## src/verilog/dpram_params.svh

```systemverilog
`ifndef DPRAM_PARAMS_SVH
`define DPRAM_PARAMS_SVH

// ----------------------------------------
// Register byte offsets
// ----------------------------------------
`define REG_CTRL 12'h000
`define REG_WADDR 12'h004
`define REG_WDATA 12'h008
`define REG_RADDR 12'h00C
`define REG_RDATA 12'h010
`define REG_STATUS 12'h014
`define REG_CLEAR 12'h018
`define REG_TAPS 12'h01C

// ----------------------------------------
// Field positions and reset values
// ----------------------------------------
`define CTRL_SHAPE_LSB 0
`define CTRL_MODE_LSB 3
`define CTRL_BYPASS_BIT 6
`define CTRL_RDCLK_BIT 7
`define CTRL_LOAD_BIT 8
`define CTRL_W 9
`define CTRL_RESET 9'h000
`define TAPS_RESET 9'h001
`define CLEAR_IN_BIT 0
`define CLEAR_OUT_BIT 1
`define STAT_DONE_BIT 0
`define STAT_EMPTY_BIT 1
`define STAT_FULL_BIT 2
`define STAT_LEVEL_LSB 3

// ----------------------------------------
// Array geometry
// ----------------------------------------
`define ADDR_W 9
`define ROW_W 5
`define WORD_W 18
`define LEVEL_W 10
`define ROWS 32
`define ROWS_BASE 10'h020
`define ONE_LANE 18'h0_0001
`define ZERO_WORD 18'h0_0000
`define ZERO_BUS 32'h0000_0000

`endif

```

## src/verilog/dpram_pkg.sv

```systemverilog
package dpram_pkg;
    typedef enum logic [2:0] {
        SHAPE_512X1, SHAPE_256X2, SHAPE_128X4, SHAPE_64X8,
        SHAPE_64X9, SHAPE_32X16, SHAPE_32X18
    } shape_t;
    typedef enum logic [2:0] {
        MODE_DUAL, MODE_SINGLE, MODE_FIFO, MODE_ROM, MODE_SHIFT
    } mode_t;
endpackage

```

## src/verilog/ram_array.sv

```systemverilog
`timescale 1ns/10ps
`default_nettype none
`include "dpram_params.svh"

module ram_array
(
    input wire logic clk,
    input wire logic rst_n,
    input wire logic wr_en,
    input wire logic [`ROW_W-1:0] wr_row,
    input wire logic [`WORD_W-1:0] wr_data,
    input wire logic [`WORD_W-1:0] wr_mask,
    input wire logic rd_en,
    input wire logic [`ROW_W-1:0] rd_row,
    input wire logic rd_clr,
    output logic [`WORD_W-1:0] rd_word
);
    // ----------------------------------------
    // Storage, no reset on the array
    // ----------------------------------------
    logic [`WORD_W-1:0] mem [0:`ROWS-1];

    always_ff @(posedge clk)
    begin
        if (wr_en)
        begin
            mem[wr_row] <= (mem[wr_row] & ~wr_mask) | (wr_data & wr_mask);
        end
    end

    // ----------------------------------------
    // Registered read port
    // ----------------------------------------
    always_ff @(posedge clk or negedge rst_n)
    begin
        if (!rst_n)
        begin
            rd_word <= `ZERO_WORD;
        end
        else if (rd_clr)
        begin
            rd_word <= `ZERO_WORD;
        end
        else if (rd_en)
        begin
            // Samples before the write lands: old data on collision
            rd_word <= mem[rd_row];
        end
    end
endmodule // ram_array

`default_nettype wire

```

## src/verilog/small_dual_port_ram_block.sv

```systemverilog
// The APB register port and the register offsets were chosen for this implementation.
`timescale 1ns/10ps
`default_nettype none
`include "dpram_params.svh"

module small_dual_port_ram_block
    import dpram_pkg::*;
(
    input wire logic pclk,
    input wire logic presetn,
    input wire logic psel,
    input wire logic penable,
    input wire logic pwrite,
    input wire logic [11:0] paddr,
    input wire logic [31:0] pwdata,
    output logic [31:0] prdata,
    output logic pready,
    output logic pslverr
);
    // ----------------------------------------
    // Shape helpers
    // ----------------------------------------
    // lane widths
    function automatic logic [4:0] lane_width(input shape_t s);
        case (s)
            SHAPE_512X1: lane_width = 5'd1;
            SHAPE_256X2: lane_width = 5'd2;
            SHAPE_128X4: lane_width = 5'd4;
            SHAPE_64X8: lane_width = 5'd8;
            SHAPE_64X9: lane_width = 5'd9;
            SHAPE_32X16: lane_width = 5'd16;
            default: lane_width = 5'd18;
        endcase
    endfunction

    // Log2 of lanes per 18-bit row
    function automatic logic [2:0] lane_log(input shape_t s);
        case (s)
            SHAPE_512X1: lane_log = 3'd4;
            SHAPE_256X2: lane_log = 3'd3;
            SHAPE_128X4: lane_log = 3'd2;
            SHAPE_64X8: lane_log = 3'd1;
            SHAPE_64X9: lane_log = 3'd1;
            default: lane_log = 3'd0;
        endcase
    endfunction

    // ----------------------------------------
    // Software registers
    // ----------------------------------------
    logic [`CTRL_W-1:0] ctrl;
    logic [`ADDR_W-1:0] waddr;
    logic [`ADDR_W-1:0] raddr;
    logic [`ADDR_W-1:0] taps;
    logic [`ADDR_W-1:0] wptr;
    logic [`ADDR_W-1:0] rptr;
    logic [`LEVEL_W-1:0] level;
    logic rd_done;

    // ----------------------------------------
    // Input, read and output registers
    // ----------------------------------------
    logic wren_q;
    logic [`ROW_W-1:0] wrow_q;
    logic [`WORD_W-1:0] wdata_q;
    logic [`WORD_W-1:0] wmask_q;
    logic rden_q;
    logic [`ROW_W-1:0] rrow_q;
    logic [4:0] roff_q;
    logic [4:0] roff2;
    logic word_valid;
    logic out_valid;
    logic in_clr_q;
    logic [`WORD_W-1:0] out_q;
    logic [`WORD_W-1:0] rd_word;

    // ----------------------------------------
    // Decode
    // ----------------------------------------
    wire shape_t shape = shape_t'(ctrl[`CTRL_SHAPE_LSB +: 3]);
    wire mode_t mode = mode_t'(ctrl[`CTRL_MODE_LSB +: 3]);
    wire bypass = ctrl[`CTRL_BYPASS_BIT];
    wire load_en = ctrl[`CTRL_LOAD_BIT];
    wire [4:0] width = lane_width(shape);
    wire [2:0] llog = lane_log(shape);
    wire [`LEVEL_W-1:0] depth = `ROWS_BASE << llog;
    wire [`ADDR_W-1:0] amask = `ADDR_W'(depth - 10'd1);
    wire [`WORD_W-1:0] lane_ones = (`ONE_LANE << width) - `ONE_LANE;

    wire setup = psel & ~penable;
    wire access = psel & penable & pready;
    wire wr_access = access & pwrite;
    wire dec_ctrl = paddr == `REG_CTRL;
    wire dec_waddr = paddr == `REG_WADDR;
    wire dec_wdata = paddr == `REG_WDATA;
    wire dec_raddr = paddr == `REG_RADDR;
    wire dec_rdata = paddr == `REG_RDATA;
    wire dec_status = paddr == `REG_STATUS;
    wire dec_clear = paddr == `REG_CLEAR;
    wire dec_taps = paddr == `REG_TAPS;
    wire mapped = dec_ctrl | dec_waddr | dec_wdata | dec_raddr | dec_rdata
        | dec_status | dec_clear | dec_taps;

    wire is_fifo = mode == MODE_FIFO;
    wire is_shift = mode == MODE_SHIFT;
    wire is_rom = mode == MODE_ROM;
    wire is_single = mode == MODE_SINGLE;
    wire fifo_empty = level == 10'd0;
    wire fifo_full = level == depth;

    // clears, driven from the clear register or logic
    wire clr_in = wr_access & dec_clear & pwdata[`CLEAR_IN_BIT];
    wire clr_out = wr_access & dec_clear & pwdata[`CLEAR_OUT_BIT];

    // ----------------------------------------
    // Write and read triggers
    // ----------------------------------------
    // ROM contents writable only during preload
    wire push_ok = is_fifo ? ~fifo_full : (is_rom ? load_en : 1'b1);
    // enables may be made by plain logic
    wire next_wren = wr_access & dec_wdata & push_ok;
    wire pop_ok = is_fifo ? ~fifo_empty : ~is_shift;
    // shift mode reads alongside each write
    wire next_rden = (wr_access & dec_raddr & pop_ok) | (next_wren & is_shift);

    wire [`ADDR_W-1:0] wr_addr = (is_fifo | is_shift) ? (wptr & amask) : waddr;
    wire [`ADDR_W-1:0] rd_addr = is_fifo ? (rptr & amask)
        : is_shift ? ((wptr - taps) & amask)
        : is_single ? waddr
        : pwdata[`ADDR_W-1:0];

    wire [`ROW_W-1:0] wr_row = `ROW_W'(wr_addr >> llog);
    wire [`ROW_W-1:0] rd_row = `ROW_W'(rd_addr >> llog);
    wire [3:0] wr_lane = 4'(wr_addr & ((`ADDR_W'(1) << llog) - `ADDR_W'(1)));
    wire [3:0] rd_lane = 4'(rd_addr & ((`ADDR_W'(1) << llog) - `ADDR_W'(1)));
    wire [4:0] wr_off = 5'(wr_lane * width);
    wire [4:0] rd_off = 5'(rd_lane * width);
    wire [`WORD_W-1:0] next_wmask = lane_ones << wr_off;
    wire [`WORD_W-1:0] next_wdata = (pwdata[`WORD_W-1:0] & lane_ones) << wr_off;

    // lane taken from the registered row
    wire [`WORD_W-1:0] lane_data = (rd_word >> roff2) & lane_ones;
    // only the output register is bypassable
    wire [`WORD_W-1:0] result = bypass ? lane_data : out_q;
    wire result_valid = bypass ? word_valid : out_valid;

    wire [31:0] status_word = {19'h0_0000, level, fifo_full, fifo_empty, rd_done};
    wire [31:0] rdata_mux = dec_ctrl ? {23'h00_0000, ctrl}
        : dec_waddr ? {23'h00_0000, waddr}
        : dec_raddr ? {23'h00_0000, raddr}
        : dec_rdata ? {14'h0000, result}
        : dec_status ? status_word
        : dec_taps ? {23'h00_0000, taps}
        : `ZERO_BUS;

    // ----------------------------------------
    // APB slave, zero wait states
    // ----------------------------------------
    always_ff @(posedge pclk or negedge presetn)
    begin
        if (!presetn)
        begin
            pready <= 1'b0;
            pslverr <= 1'b0;
            prdata <= `ZERO_BUS;
        end
        else
        begin
            pready <= setup;
            pslverr <= setup & ~mapped;
            prdata <= setup ? rdata_mux : prdata;
        end
    end

    always_ff @(posedge pclk or negedge presetn)
    begin
        if (!presetn)
        begin
            ctrl <= `CTRL_RESET;
            waddr <= '0;
            raddr <= '0;
            taps <= `TAPS_RESET;
        end
        else if (wr_access)
        begin
            ctrl <= dec_ctrl ? pwdata[`CTRL_W-1:0] : ctrl;
            waddr <= dec_waddr ? pwdata[`ADDR_W-1:0] : waddr;
            raddr <= dec_raddr ? pwdata[`ADDR_W-1:0] : raddr;
            taps <= dec_taps ? pwdata[`ADDR_W-1:0] : taps;
        end
    end

    // ----------------------------------------
    // FIFO and shift pointers
    // ----------------------------------------
    always_ff @(posedge pclk or negedge presetn)
    begin
        if (!presetn)
        begin
            wptr <= '0;
            rptr <= '0;
            level <= '0;
        end
        else if (clr_in)
        begin
            wptr <= '0;
            rptr <= '0;
            level <= '0;
        end
        else
        begin
            wptr <= (next_wren & (is_fifo | is_shift)) ? ((wptr + 9'd1) & amask) : wptr;
            rptr <= (next_rden & is_fifo) ? ((rptr + 9'd1) & amask) : rptr;
            level <= (next_wren & is_fifo) ? level + 10'd1
                : (next_rden & is_fifo) ? level - 10'd1 : level;
        end
    end

    // ----------------------------------------
    // Input registers
    // ----------------------------------------
    // write side on one clock; read side, both clocks are pclk here
    always_ff @(posedge pclk or negedge presetn)
    begin
        if (!presetn)
        begin
            wren_q <= 1'b0;
            wrow_q <= '0;
            wdata_q <= `ZERO_WORD;
            wmask_q <= `ZERO_WORD;
            rden_q <= 1'b0;
            rrow_q <= '0;
            roff_q <= '0;
            in_clr_q <= 1'b0;
        end
        else
        begin
            wren_q <= next_wren & ~clr_in;
            wrow_q <= clr_in ? '0 : wr_row;
            wdata_q <= clr_in ? `ZERO_WORD : next_wdata;
            wmask_q <= clr_in ? `ZERO_WORD : next_wmask;
            rden_q <= next_rden & ~clr_in;
            rrow_q <= clr_in ? '0 : rd_row;
            roff_q <= clr_in ? '0 : rd_off;
            in_clr_q <= clr_in;
        end
    end

    // ----------------------------------------
    // Storage
    // ----------------------------------------
    // 32 rows of 18 bits
    // cleared input shows at next edge
    ram_array u_ram
    (
        .clk(pclk),
        .rst_n(presetn),
        .wr_en(wren_q),
        .wr_row(wrow_q),
        .wr_data(wdata_q),
        .wr_mask(wmask_q),
        .rd_en(rden_q),
        .rd_row(rrow_q),
        .rd_clr(in_clr_q | clr_out),
        .rd_word(rd_word)
    );

    // ----------------------------------------
    // Output stage
    // ----------------------------------------
    // one or two cycles of latency
    // output clear takes effect at once
    always_ff @(posedge pclk or negedge presetn)
    begin
        if (!presetn)
        begin
            roff2 <= '0;
            word_valid <= 1'b0;
            out_valid <= 1'b0;
            out_q <= `ZERO_WORD;
        end
        else
        begin
            roff2 <= rden_q ? roff_q : roff2;
            word_valid <= rden_q & ~in_clr_q & ~clr_out;
            out_valid <= word_valid & ~clr_out;
            out_q <= clr_out ? `ZERO_WORD : (word_valid ? lane_data : out_q);
        end
    end

    // Sticky so software can poll across APB cycles
    always_ff @(posedge pclk or negedge presetn)
    begin
        if (!presetn)
        begin
            rd_done <= 1'b0;
        end
        else
        begin
            rd_done <= result_valid | (rd_done & ~next_rden & ~clr_in & ~clr_out);
        end
    end
endmodule // small_dual_port_ram_block

`default_nettype wire

```

## config.mk

```make
export PLATFORM = sky130hd
export DESIGN_NAME = small_dual_port_ram_block
export DESIGN_NICKNAME = d
export VERILOG_FILES = /design/src/verilog/dpram_pkg.sv /design/src/verilog/ram_array.sv /design/src/verilog/small_dual_port_ram_block.sv
export VERILOG_INCLUDE_DIRS = /design/src /design/src/verilog
export SDC_FILE = /design/constraint.sdc
export NUM_CORES = 1
export LEC_CHECK = 0
export BUFFER_PORTS_ARGS = -buffer_cell sky130_fd_sc_hd__buf_2
export CORE_ASPECT_RATIO = 0.9
export CORE_MARGIN = 1
export CORE_UTILIZATION = 50
export CTS_CLUSTER_SIZE = 12
export DETAILED_ROUTE_END_ITERATION = 10
export MAX_ROUTING_LAYER = met4
export PLACE_DENSITY = 0.66
export SYNTH_ARGS = -nofsm -noshare
export SYNTH_HDL_FRONTEND = slang
export SYNTH_SLANG_ARGS = --single-unit
```

## constraint.sdc

```tcl
create_clock -name pclk -period 4.86 [get_ports pclk]
set_input_delay 0.486 -clock pclk [delete_from_list [all_inputs] [get_ports pclk]]
set_output_delay 0.486 -clock pclk [all_outputs]
set_load 0.05 [all_outputs]
```

# --- Yosys cells after proc, flatten, opt, wreduce, memory -nomap -nowiden ---
# Memories as Yosys holds them, arrays and structs flattened.
# Index checks and enable logic that the tools add are counted.
op_classes:
  n_bitwise: 57
  mux: 35
  eq_ne: 17
  shifts: 8
  multipliers: 2
  addsub: 8
  n_reduce_logical: 13
op_table:
  columns: ["operator", "n"]
  rows:
  - ["2-to-1 mux 18 bit", 11]
  - ["2-to-1 mux 9 bit", 9]
  - ["AND 18 bit", 4]
  - ["equality test 12 x 5 -> 1 bit, second input constant", 4]
  - ["AND 9 bit", 5]
  - ["left shift 18 x 5 -> 18 bit", 2]
  - ["2-to-1 mux 10 bit", 3]
  - ["one-hot mux 5 bit (6 select lines)", 1]
  - ["AND 1 bit", 24]
  - ["equality test 12 x 4 -> 1 bit, second input constant", 2]
  - ["adder 9 x 1 -> 9 bit, second input constant", 2]
  - ["inverter 18 bit", 1]
  - ["OR 18 bit", 1]
  - ["left shift 1 x 5 -> 18 bit, first input constant", 1]
  - ["right shift 18 x 5 -> 18 bit", 1]
  - ["right shift 9 x 3 -> 5 bit", 2]
  - ["subtractor 18 x 1 -> 18 bit, second input constant", 1]
  - ["2-to-1 mux 5 bit", 3]
  - ["2-to-1 mux 13 bit", 1]
  - ["equality test 12 x 3 -> 1 bit, second input constant", 1]
  - ["equality test 3 x 2 -> 1 bit, second input constant", 4]
  - ["zero test 12 bit", 1]
  - ["one-hot mux 3 bit (4 select lines)", 1]
  - ["OR 1 bit", 11]
  - ["20 further kinds", 44]
totals:
  output_inout_bits: 34
  mem_count: 1
  register_bits: 196
  ram_bits: 576
memory_table:
  columns: ["memory", "depth", "word_bits", "rd", "rd_clocked_by_memory_dff", "write_ports", "line_no", "source"]
  rows:
  - ["u_ram.mem", 32, 18, 2, 0, 1, "ram_array.sv:21", "logic [`WORD_W-1:0] mem [0:`ROWS-1];"]

# --- Depth between registers and ports, before layout ---
# Gate-level depths: netlist of run 1.
logic_depth:
  depth_word: 15
  ltp_mapped: 21
  mapped_depth_nobuf: 19

# --- By module ---
# From an unflattened synthesis of run 1, not the netlist that was laid out.
hier_totals:
  hier_cells: 3068
  hier_area_um2: 40263.6
by_module_without_submodules:
  columns: ["module", "instances", "area_per_inst_um2", "seq_area_each_um2", "cells_each"]
  rows:
  - ["ram_array", 1, 28004.4, 17747.0, 1682]
  - ["small_dual_port_ram_block", 1, 12259.3, 4105.2, 1386]

# --- Least setup slack after synthesis of run 1 ---
# No wires, ideal clock.
synth_path:
  path_kind: "reg2reg"
  from: "register ctrl[2]"
  to: "register wdata_q[9]"
  setup_time_ns: 0.083
  path_stages_with_launch: 18
  t_required_ns: 4.777
  path_buffers: 3
  period_less_slack_ns: 4.729
  slack_ns: 0.131
  arrival_time_ns: 4.646
  cell_sequence: "dfrtp_1 > buf_4 > buf_2 > o21a_1 > inv_1 > ha_1 > clkbuf_1 > or3_1 > fa_1 > fa_1 > fa_1 > xor2_1 > xnor2_1 > xnor2_1 > xor2_2 > nand2_1 > or3_1 > o21ai_0"
synth_via:
  elab_chain_cells: 11
  elab_cells_between_ends: 22
  classes_between: "3 x add/sub; 1 x mul; 5 x eq/ne; 4 x shift; 4 x mux; 3 x bitwise; 2 x reduce/logical"
synth_rtl:
  columns: ["item", "line_no", "source"]
  rows:
  - ["start: declaration", "small_dual_port_ram_block.sv:51", "logic [`CTRL_W-1:0] ctrl;"]
  - ["start signal: assignment", "small_dual_port_ram_block.sv:179", "ctrl <= `CTRL_RESET;"]
  - ["start signal: assignment", "small_dual_port_ram_block.sv:186", "ctrl <= dec_ctrl ? pwdata[`CTRL_W-1:0] : ctrl;"]
  - ["equality test 3 bit / equality test 3 x 2 -> 1 bit (equally long branches)", "small_dual_port_ram_block.sv:25, small_dual_port_ram_block.sv:38", null]
  - ["OR reduction 2 bit (no line)", null, null]
  - ["one-hot mux 3 bit (4 select lines)", "small_dual_port_ram_block.sv:38", "case (s)"]
  - ["left shift 6 x 3 -> 10 bit (no line)", null, null]
  - ["subtractor 9 x 1 -> 9 bit", "small_dual_port_ram_block.sv:87", "wire [`ADDR_W-1:0] amask = `ADDR_W'(depth - 10'd1);"]
  - ["AND 9 bit", "small_dual_port_ram_block.sv:126", "wire [`ADDR_W-1:0] wr_addr = (is_fifo | is_shift) ? (wptr & amask) : waddr;"]
  - ["2-to-1 mux 9 bit", "small_dual_port_ram_block.sv:126", null]
  - ["AND 4 bit", "small_dual_port_ram_block.sv:134", "wire [3:0] wr_lane = 4'(wr_addr & ((`ADDR_W'(1) << llog) - `ADDR_W'(1)));"]
  - ["multiplier 4 x 5 -> 5 bit", "small_dual_port_ram_block.sv:136", "wire [4:0] wr_off = 5'(wr_lane * width);"]
  - ["left shift 18 x 5 -> 18 bit (*)", "small_dual_port_ram_block.sv:139", "wire [`WORD_W-1:0] next_wdata = (pwdata[`WORD_W-1:0] & lane_ones) << wr_off;"]
  - ["2-to-1 mux 18 bit (*)", "small_dual_port_ram_block.sv:240", "wdata_q <= clr_in ? `ZERO_WORD : next_wdata;"]
  - ["end signal: assignment", "small_dual_port_ram_block.sv:229", "wdata_q <= `ZERO_WORD;"]
  - ["end signal: assignment", "small_dual_port_ram_block.sv:240", null]
  - ["end: declaration", "small_dual_port_ram_block.sv:65", "logic [`WORD_W-1:0] wdata_q;"]
# Every way passes the cells marked *; elsewhere a longest branch is shown, timed or not.
# A chain may end at the register's enable or synchronous reset.

# --- Final worst setup path of run 1 ---
layout_path:
  from: "register ctrl[0]"
  to: "register wdata_q[17]"
# The elaborated chain is that of the path after synthesis.

==> results of run 1 <==
## routing by layer
metal / track usage, % / vias up
met5: - / -
met4: 11.0 / 0
met3: 6.44 / 253
met2: 46.3 / 1571
met1: 44.2 / 13700
li1: - / 10800
## synthesized netlist by cell type, drive strengths merged (40+ instances only)
cell	count	share of area, %
clkbuf	109	1.0
nor3	49	0.68
a21oi	100	1.3
nor2	219	2.1
dfrtp	181	12
mux4	345	20
mux2	46	1.3
a211oi	47	0.94
mux2i	119	3.0
nand3	40	0.52
buf	104	1.4
o21ai	125	1.6
inv	55	0.53
edfxtp	576	44
nand2	168	1.6
## cell type report
cell class                 count  area share, %
tap                         1039           2.95
sequential                   758           49.6
timing repair buffer         207           3.84
inverter                      58          0.494
clock buffer                 104           5.08
multi-input combinational   1656           37.2
antenna                        1        0.00568
clock inverter                38          0.835
## flip-flops by register name (all words and copies together) (netlist names), 5 cells and up
register and flops:
u_ram.mem 576, out_q 18, prdata 18, u_ram.rd_word 18, wdata_q 18, wmask_q 18
level 10, ctrl 9, raddr 9, rptr 9, taps 9, waddr 9
wptr 9, roff2 5, roff_q 5, rrow_q 5, wrow_q 5
## what timing repair did
item	CTS	global route
endpoints found under the hold margin	81	0
gates resized for setup	0	1
setup buffers	0	4
endpoints found under the setup margin	0	6
hold buffers	1	0
## worst max-delay path, stage by stage (launching register included)
cell	delay, ns
dfrtp_1	0.48
and2b_1	0.18
nand2_1	0.08
nand2_1	0.12
inv_2	0.04
ha_1	0.20
xor2_1	0.18
or3_1	0.38
fa_1	0.56
fa_1	0.43
fa_1	0.39
xor2_1	0.16
xnor2_1	0.16
xnor2_2	0.31
xor2_2	0.19
nand2_1	0.19
buf_4	0.23
o32ai_1	0.26
## through the flow
step | hold slack, ns | setup WS (ns) | instance area [µm²]
detailed placement | 0.458 | 0.174 | 41400
floorplan | 0.190 | 0.131 | 39300
finish | 0.217 | 0.235 | 44100
global route | 0.214 | 0.0287 | 44100
CTS | 0.187 | 0.145 | 44000
global placement | 0.458 | 0.191 | 41400
## power breakdown
part           internal (W)  switching, W
sequential          0.00701     0.0000552
combinational      0.000246      0.000408
clock               0.00349       0.00264
total                0.0107       0.00310
## cells in the final DEF (no fill, tap or decap), types with 14 or more instances in the layout
cell type  instances
clkbuf_16         85
mux2_2            46
or3_1             14
nor3_1            40
mux4_2           345
o211ai_1          16
dfrtp_1          172
xnor2_1           22
buf_2             53
conb_1            15
mux2i_1          119
a22oi_1           14
clkbuf_1          15
inv_1             52
nand2_1          167
nand3_1           39
edfxtp_1         576
a211oi_1          44
buf_12            21
ha_1              28
buf_4            131
nor2b_1           17
o21ai_0          114
nand2b_1          17
a21oi_1           91
a221oi_1          17
nor2_1           187
nor2_2            30
o22ai_1           19
## cell families (layout without fill, tap and decap cells)
kind of cell,Yosys count,in the layout,share of synthesized area [%]
fa+ha+maj,36,36,1.30
xor+xnor,37,37,0.883
compound gates,456,456,7.69
buf+inv,271,407,3.04
other cells,2,16,0.0191
simple gates,602,602,7.21
flops,758,758,55.7
mux,510,510,24.2
## worst paths after layout
| path | depth (start not counted) | end | startpoint | slack [ns] |
|---|---|---|---|---|
| worst min-delay path | 3 | ctrl[3] | pwdata[3] | 0.22 |
| worst min register to register | 2 | roff2[3] | roff_q[3] | 0.46 |
| max in group asynchronous | 3 | rrow_q[1] | presetn | 3.34 |
| worst max register to register | 17 | wdata_q[17] | ctrl[0] | 0.23 |
| min in group asynchronous | 2 | raddr[8] | presetn | 0.47 |
| worst max-delay path | 17 | wdata_q[17] | ctrl[0] | 0.23 |
==> impl_metrics.py, run 1 <==
metrics = {
    "power_and_ir_drop": {
        "leakage_nw": 15.1,
        "vdd_drop_max_mv": 0.319,
        "power_w": 0.0138,
        "power_density_mw_per_mm2": 314,
    },
    "global_route": {
        "grt_usage_pct": 31.6,
        "grt_pass1_vias": 25700,
        "grt_pass1_wl_um": 177000,
        "grt_overflow": 0,
        "grt_max_degree": 101,
        "antenna_found_initial": 2,
    },
    "finish": {
        "layout.nets": 2849,
        "seqCellArea_mm2": 0.0219,
        "fin_cells": 3861,
        "multi_input_area_mm2": 0.0164,
        "n_fill_cell": 6010,
        "drive_gt1_share_pct": 28.4,
        "utilization_pct": 56.7,
        "syn2layout_area_growth_pct": 12.3,
    },
    "routing": {
        "vias": 26300,
        "route.detailed.drc": 0,
        "wirelength_um": 121000,
        "wl_met1_um": 48500,
        "ant_nets": 0,
        "wl_met3_um": 12700,
        "first_pass_iters": 9,
        "route.met2.wl_um": 55100,
        "wl_per_cell_um": 31.3,
        "maxUsedRoutingLayer": "met4",
        "drtIter0Drc": 3323,
        "vias_per_cell": 6.81,
    },
    "yosys": {
        "synth_enable_flop_cells": 576,
        "syn_avg_cell_area_um2": 14.7,
        "synth_area_mm2": 0.0392,
        "async_flop_share_pct": 24.0,
        "seq_area_frac_synth_pct": 55.7,
        "synthCells": 2672,
        "yosysWarningCount": 0,
        "ys_types": 95,
        "ys.flop_type": "edfxtp_1",
        "synth_seq_cells": 758,
    },
    "timing": {
        "fin_setup_tns_ns": 0,
        "slew_headroom_pct": 21.1,
        "period_needed_ns": 4.63,
        "finClkSkew_ns": 0.0424,
        "fin_crit_sh_pct": 95.2,
        "setup_viol": 0,
        "finalHoldViolations": 0,
        "max_freq_ghz": 0.216,
        "rsz0062_at_grt": "no",
        "tightest_slew_ns": 1.18,
        "drv_slew": 0,
    },
    "clock_tree": {
        "cts_root_buf": "clkbuf_16",
        "htreeDepth": 3,
        "clkSlewWorstSetupHoldPaths_ns": 0.07,
        "clock_sinks": 758,
        "cts_tree": "yes",
        "clock_latency_ns": 0.66,
        "cts_buffers": 83,
        "ctsLongestPathBuffers": 3,
    },
    "floorplan": {
        "die_area_mm2": 0.0796,
        "start_util_pct": 50.4,
        "num_io_pins": 83,
        "fp.dieW_um": 297,
        "die_h_um": 268,
        "rows": 97,
        "core_area_mm2": 0.0778,
    },
    "critical_path": {
        "crit_arrival_ns": 5.19,
        "crit_required_ns": 5.43,
        "crit_fanout": 8,
        "critPathCaptureType": "flip-flop",
        "start_kind": "flip-flop",
        "crit_type": "flip-flop to flip-flop",
    },
    "placement": {
        "dp_cells": 3713,
        "dp_hpwl_um": 82400,
        "io_buffers": 54,
        "gp_congestion": 0.987,
    },
    "status": {
        "status": "finished, final reports clean",
    },
    "hold_path": {
        "holdCritPathClass": "input pin to flip-flop",
    },
    "job": {
        "max_cap_violations": 0,
    },
}
Note: power is estimated with default switching activity, not from simulation.
==> inputs of run 2 (changes only) <==
--- a/config.mk
+++ b/config.mk
@@ -9,11 +9,11 @@
 export BUFFER_PORTS_ARGS = -buffer_cell sky130_fd_sc_hd__buf_2
 export CORE_ASPECT_RATIO = 0.9
 export CORE_MARGIN = 1
-export CORE_UTILIZATION = 50
+export CORE_UTILIZATION = 40
 export CTS_CLUSTER_SIZE = 12
 export DETAILED_ROUTE_END_ITERATION = 10
 export MAX_ROUTING_LAYER = met4
-export PLACE_DENSITY = 0.66
+export PLACE_DENSITY = 0.55
 export SYNTH_ARGS = -nofsm -noshare
 export SYNTH_HDL_FRONTEND = slang
 export SYNTH_SLANG_ARGS = --single-unit
==> run 2 against run 1 <==
  * The run now ends with negative hold slack left
  * Critical path type unchanged
  * Largest cell class unchanged
  * Final cell count up 6.1%
  * Clock power up 4.1%
  * Combinational power up 3.7%
  * Hold slack worse by 0.26 ns
  * Sequential power about the same
  * Routed wire length up 4.4%
  * Via count down 1.9%
  * Clock skew up 0.0036 ns
  * Count of clock-buffer cells in the layout up 9
  * Sequential share of layout area down 0.49 points
==> impl_metrics.py, run 2 (synthesis results as in run 1) <==
metrics = {
    "critical_path": {
        "crit_type": "flip-flop to flip-flop",
        "crit_arrival_ns": 5.18,
        "crit_required_ns": 5.42,
        "path_cells": "and2b_1, nand2_1, nand2_1, inv_2, ha_1, xor2_1, or3_1, fa_1, fa_1, fa_1, xor2_1, xnor2_1, xnor2_2, xor2_2, nand2_1, buf_4, o32ai_1",
        "start_kind": "flip-flop",
        "max_stage_delay_ns": 0.55,
        "path_buf_inv": 2,
        "crit_family": "adder cells",
        "crit_fanout": 7,
        "slowest_stage": "fa_1",
        "critPathCaptureType": "flip-flop",
    },
    "floorplan": {
        "start_util_pct": 40.5,
        "num_io_pins": 83,
        "core_area_mm2": 0.0968,
        "fp.dieW_um": 332,
        "die_h_um": 299,
        "die_area_mm2": 0.0993,
        "rows": 108,
    },
    "status": {
        "failed_checks": "negative hold slack",
        "status": "finished with violations",
    },
    "timing": {
        "tightest_slew_ns": 1.25,
        "setup_viol": 0,
        "fin_setup_tns_ns": 0,
        "rsz0062_at_grt": "no",
        "drv_slew": 0,
        "finClkSkew_ns": 0.0460,
        "period_needed_ns": 4.62,
        "holdWs_ns": -0.0420,
        "setup_ws_ns": 0.242,
        "max_freq_ghz": 0.217,
        "finalHoldViolations": 19,
        "fin_crit_sh_pct": 95.0,
        "slew_headroom_pct": 16.7,
    },
    "finish": {
        "final_cell_mix": "edfxtp_1 (576), mux4_2 (345), nor2_1 (187)",
        "utilization_pct": 46.0,
        "drive_gt1_share_pct": 28.5,
        "diodes": 0,
        "n_fill_cell": 8403,
        "regMostFlops": "u_ram.mem",
        "layout.nets": 2853,
        "fin_cells": 4098,
        "largest_register_ffs": 576,
        "syn2layout_area_growth_pct": 13.5,
        "layout_commonest_cell": "edfxtp_1",
    },
    "routing": {
        "vias_per_cell": 6.30,
        "ant_nets": 0,
        "route.detailed.drc": 0,
        "vias": 25800,
        "wirelength_um": 126000,
        "first_pass_iters": 6,
        "drtIter0Drc": 2894,
        "wl_per_cell_um": 30.8,
    },
    "global_route": {
        "grt_pass1_wl_um": 184000,
        "antenna_found_initial": 0,
        "grt_overflow": 0,
        "grt_pass1_vias": 25800,
        "grt_max_degree": 116,
        "grt_usage_pct": 26.2,
    },
    "power_and_ir_drop": {
        "power_density_mw_per_mm2": 317,
        "leakage_nw": 15.1,
        "vdd_drop_max_mv": 0.254,
    },
    "clock_tree": {
        "clock_latency_ns": 0.66,
        "cts_buffers": 85,
        "cts_tree": "yes",
        "clkSlewWorstSetupHoldPaths_ns": 0.06,
        "htreeDepth": 3,
        "cts_root_buf": "clkbuf_16",
        "cts_hold_buf": 0,
        "clock_sinks": 758,
        "ctsLongestPathBuffers": 3,
    },
    "placement": {
        "gp_congestion": 0.990,
        "io_buffers": 54,
        "dp_cells": 3941,
        "dp_hpwl_um": 85300,
        "preCtsSetupSlack_ns": 0.162,
    },
    "job": {
        "max_cap_violations": 0,
    },
    "hold_path": {
        "holdCritPathClass": "input pin to async pin",
    },
}
-- run 2: changes by cell type in the layout (fill, tap and decap cells not counted), moves of 3 or more --
cell,delta
clkinv_2,-3
clkinv_1,+4
clkbuf_16,+5
clkbuf_1,+6
buf_4,+4
-- run 2: where the power goes --
group / switching [W] / total, W / leakage (nW) / internal [W]
Sequential: 0.0000485 / 0.00706 / 7.36 / 0.00701
Combinational: 0.000425 / 0.000677 / 6.46 / 0.000252
Clock: 0.00269 / 0.00638 / 1.33 / 0.00369
-- run 2: cell type report --
class	instances	area (µm²)	area share, %
Clock buffer	113	2360	5.30
Clock inverter	39	389	0.874
Inverter	58	218	0.489
Multi-Input combinational cell	1656	16400	36.8
Sequential cell	758	21900	49.1
Tap cell	1265	1580	3.56
Timing Repair Buffer	209	1690	3.80
-- run 2: metal layers --
metal / GRT usage (%) / up-vias / part of all wire (%)
met1: 36.2 / 13600 / 43
li1: - / 10800 / -
met5: - / - / 0
met3: 3.18 / 226 / 6.3
met2: 40.6 / 1134 / 47
met4: 8.51 / 0 / 3.2
-- run 2: final timing paths --
check / cells past startpoint / slack [ns] / end / from
min in group pclk: 3 / 0.22 / taps[4] / pwdata[4]
max in group asynchronous: 2 / 3.72 / wrow_q[1] / presetn
hold / removal: 1 / -0.04 / prdata[13] / presetn
setup reg to reg: 17 / 0.24 / wdata_q[17] / ctrl[0]
setup / recovery: 17 / 0.24 / wdata_q[17] / ctrl[0]
hold reg to reg: 2 / 0.46 / roff2[2] / roff_q[2]
-- run 2: what timing repair did --
action                     in CTS  in global routing
setup endpoints to repair       0                 11
resized for setup               0                  1
setup buffers                   0                  5
-- run 2: per-stage QoR --
step           area [µm²]  hold slack, ns  total power, W
5_1_grt             44500          0.0336          0.0145
2_1_floorplan       39300           0.190         0.00759
3_5_place_dp        41700           0.453         0.00787
4_1_cts             44500          0.0150          0.0142
6_report            44500         -0.0420          0.0141
3_3_place_gp        41700           0.450         0.00786
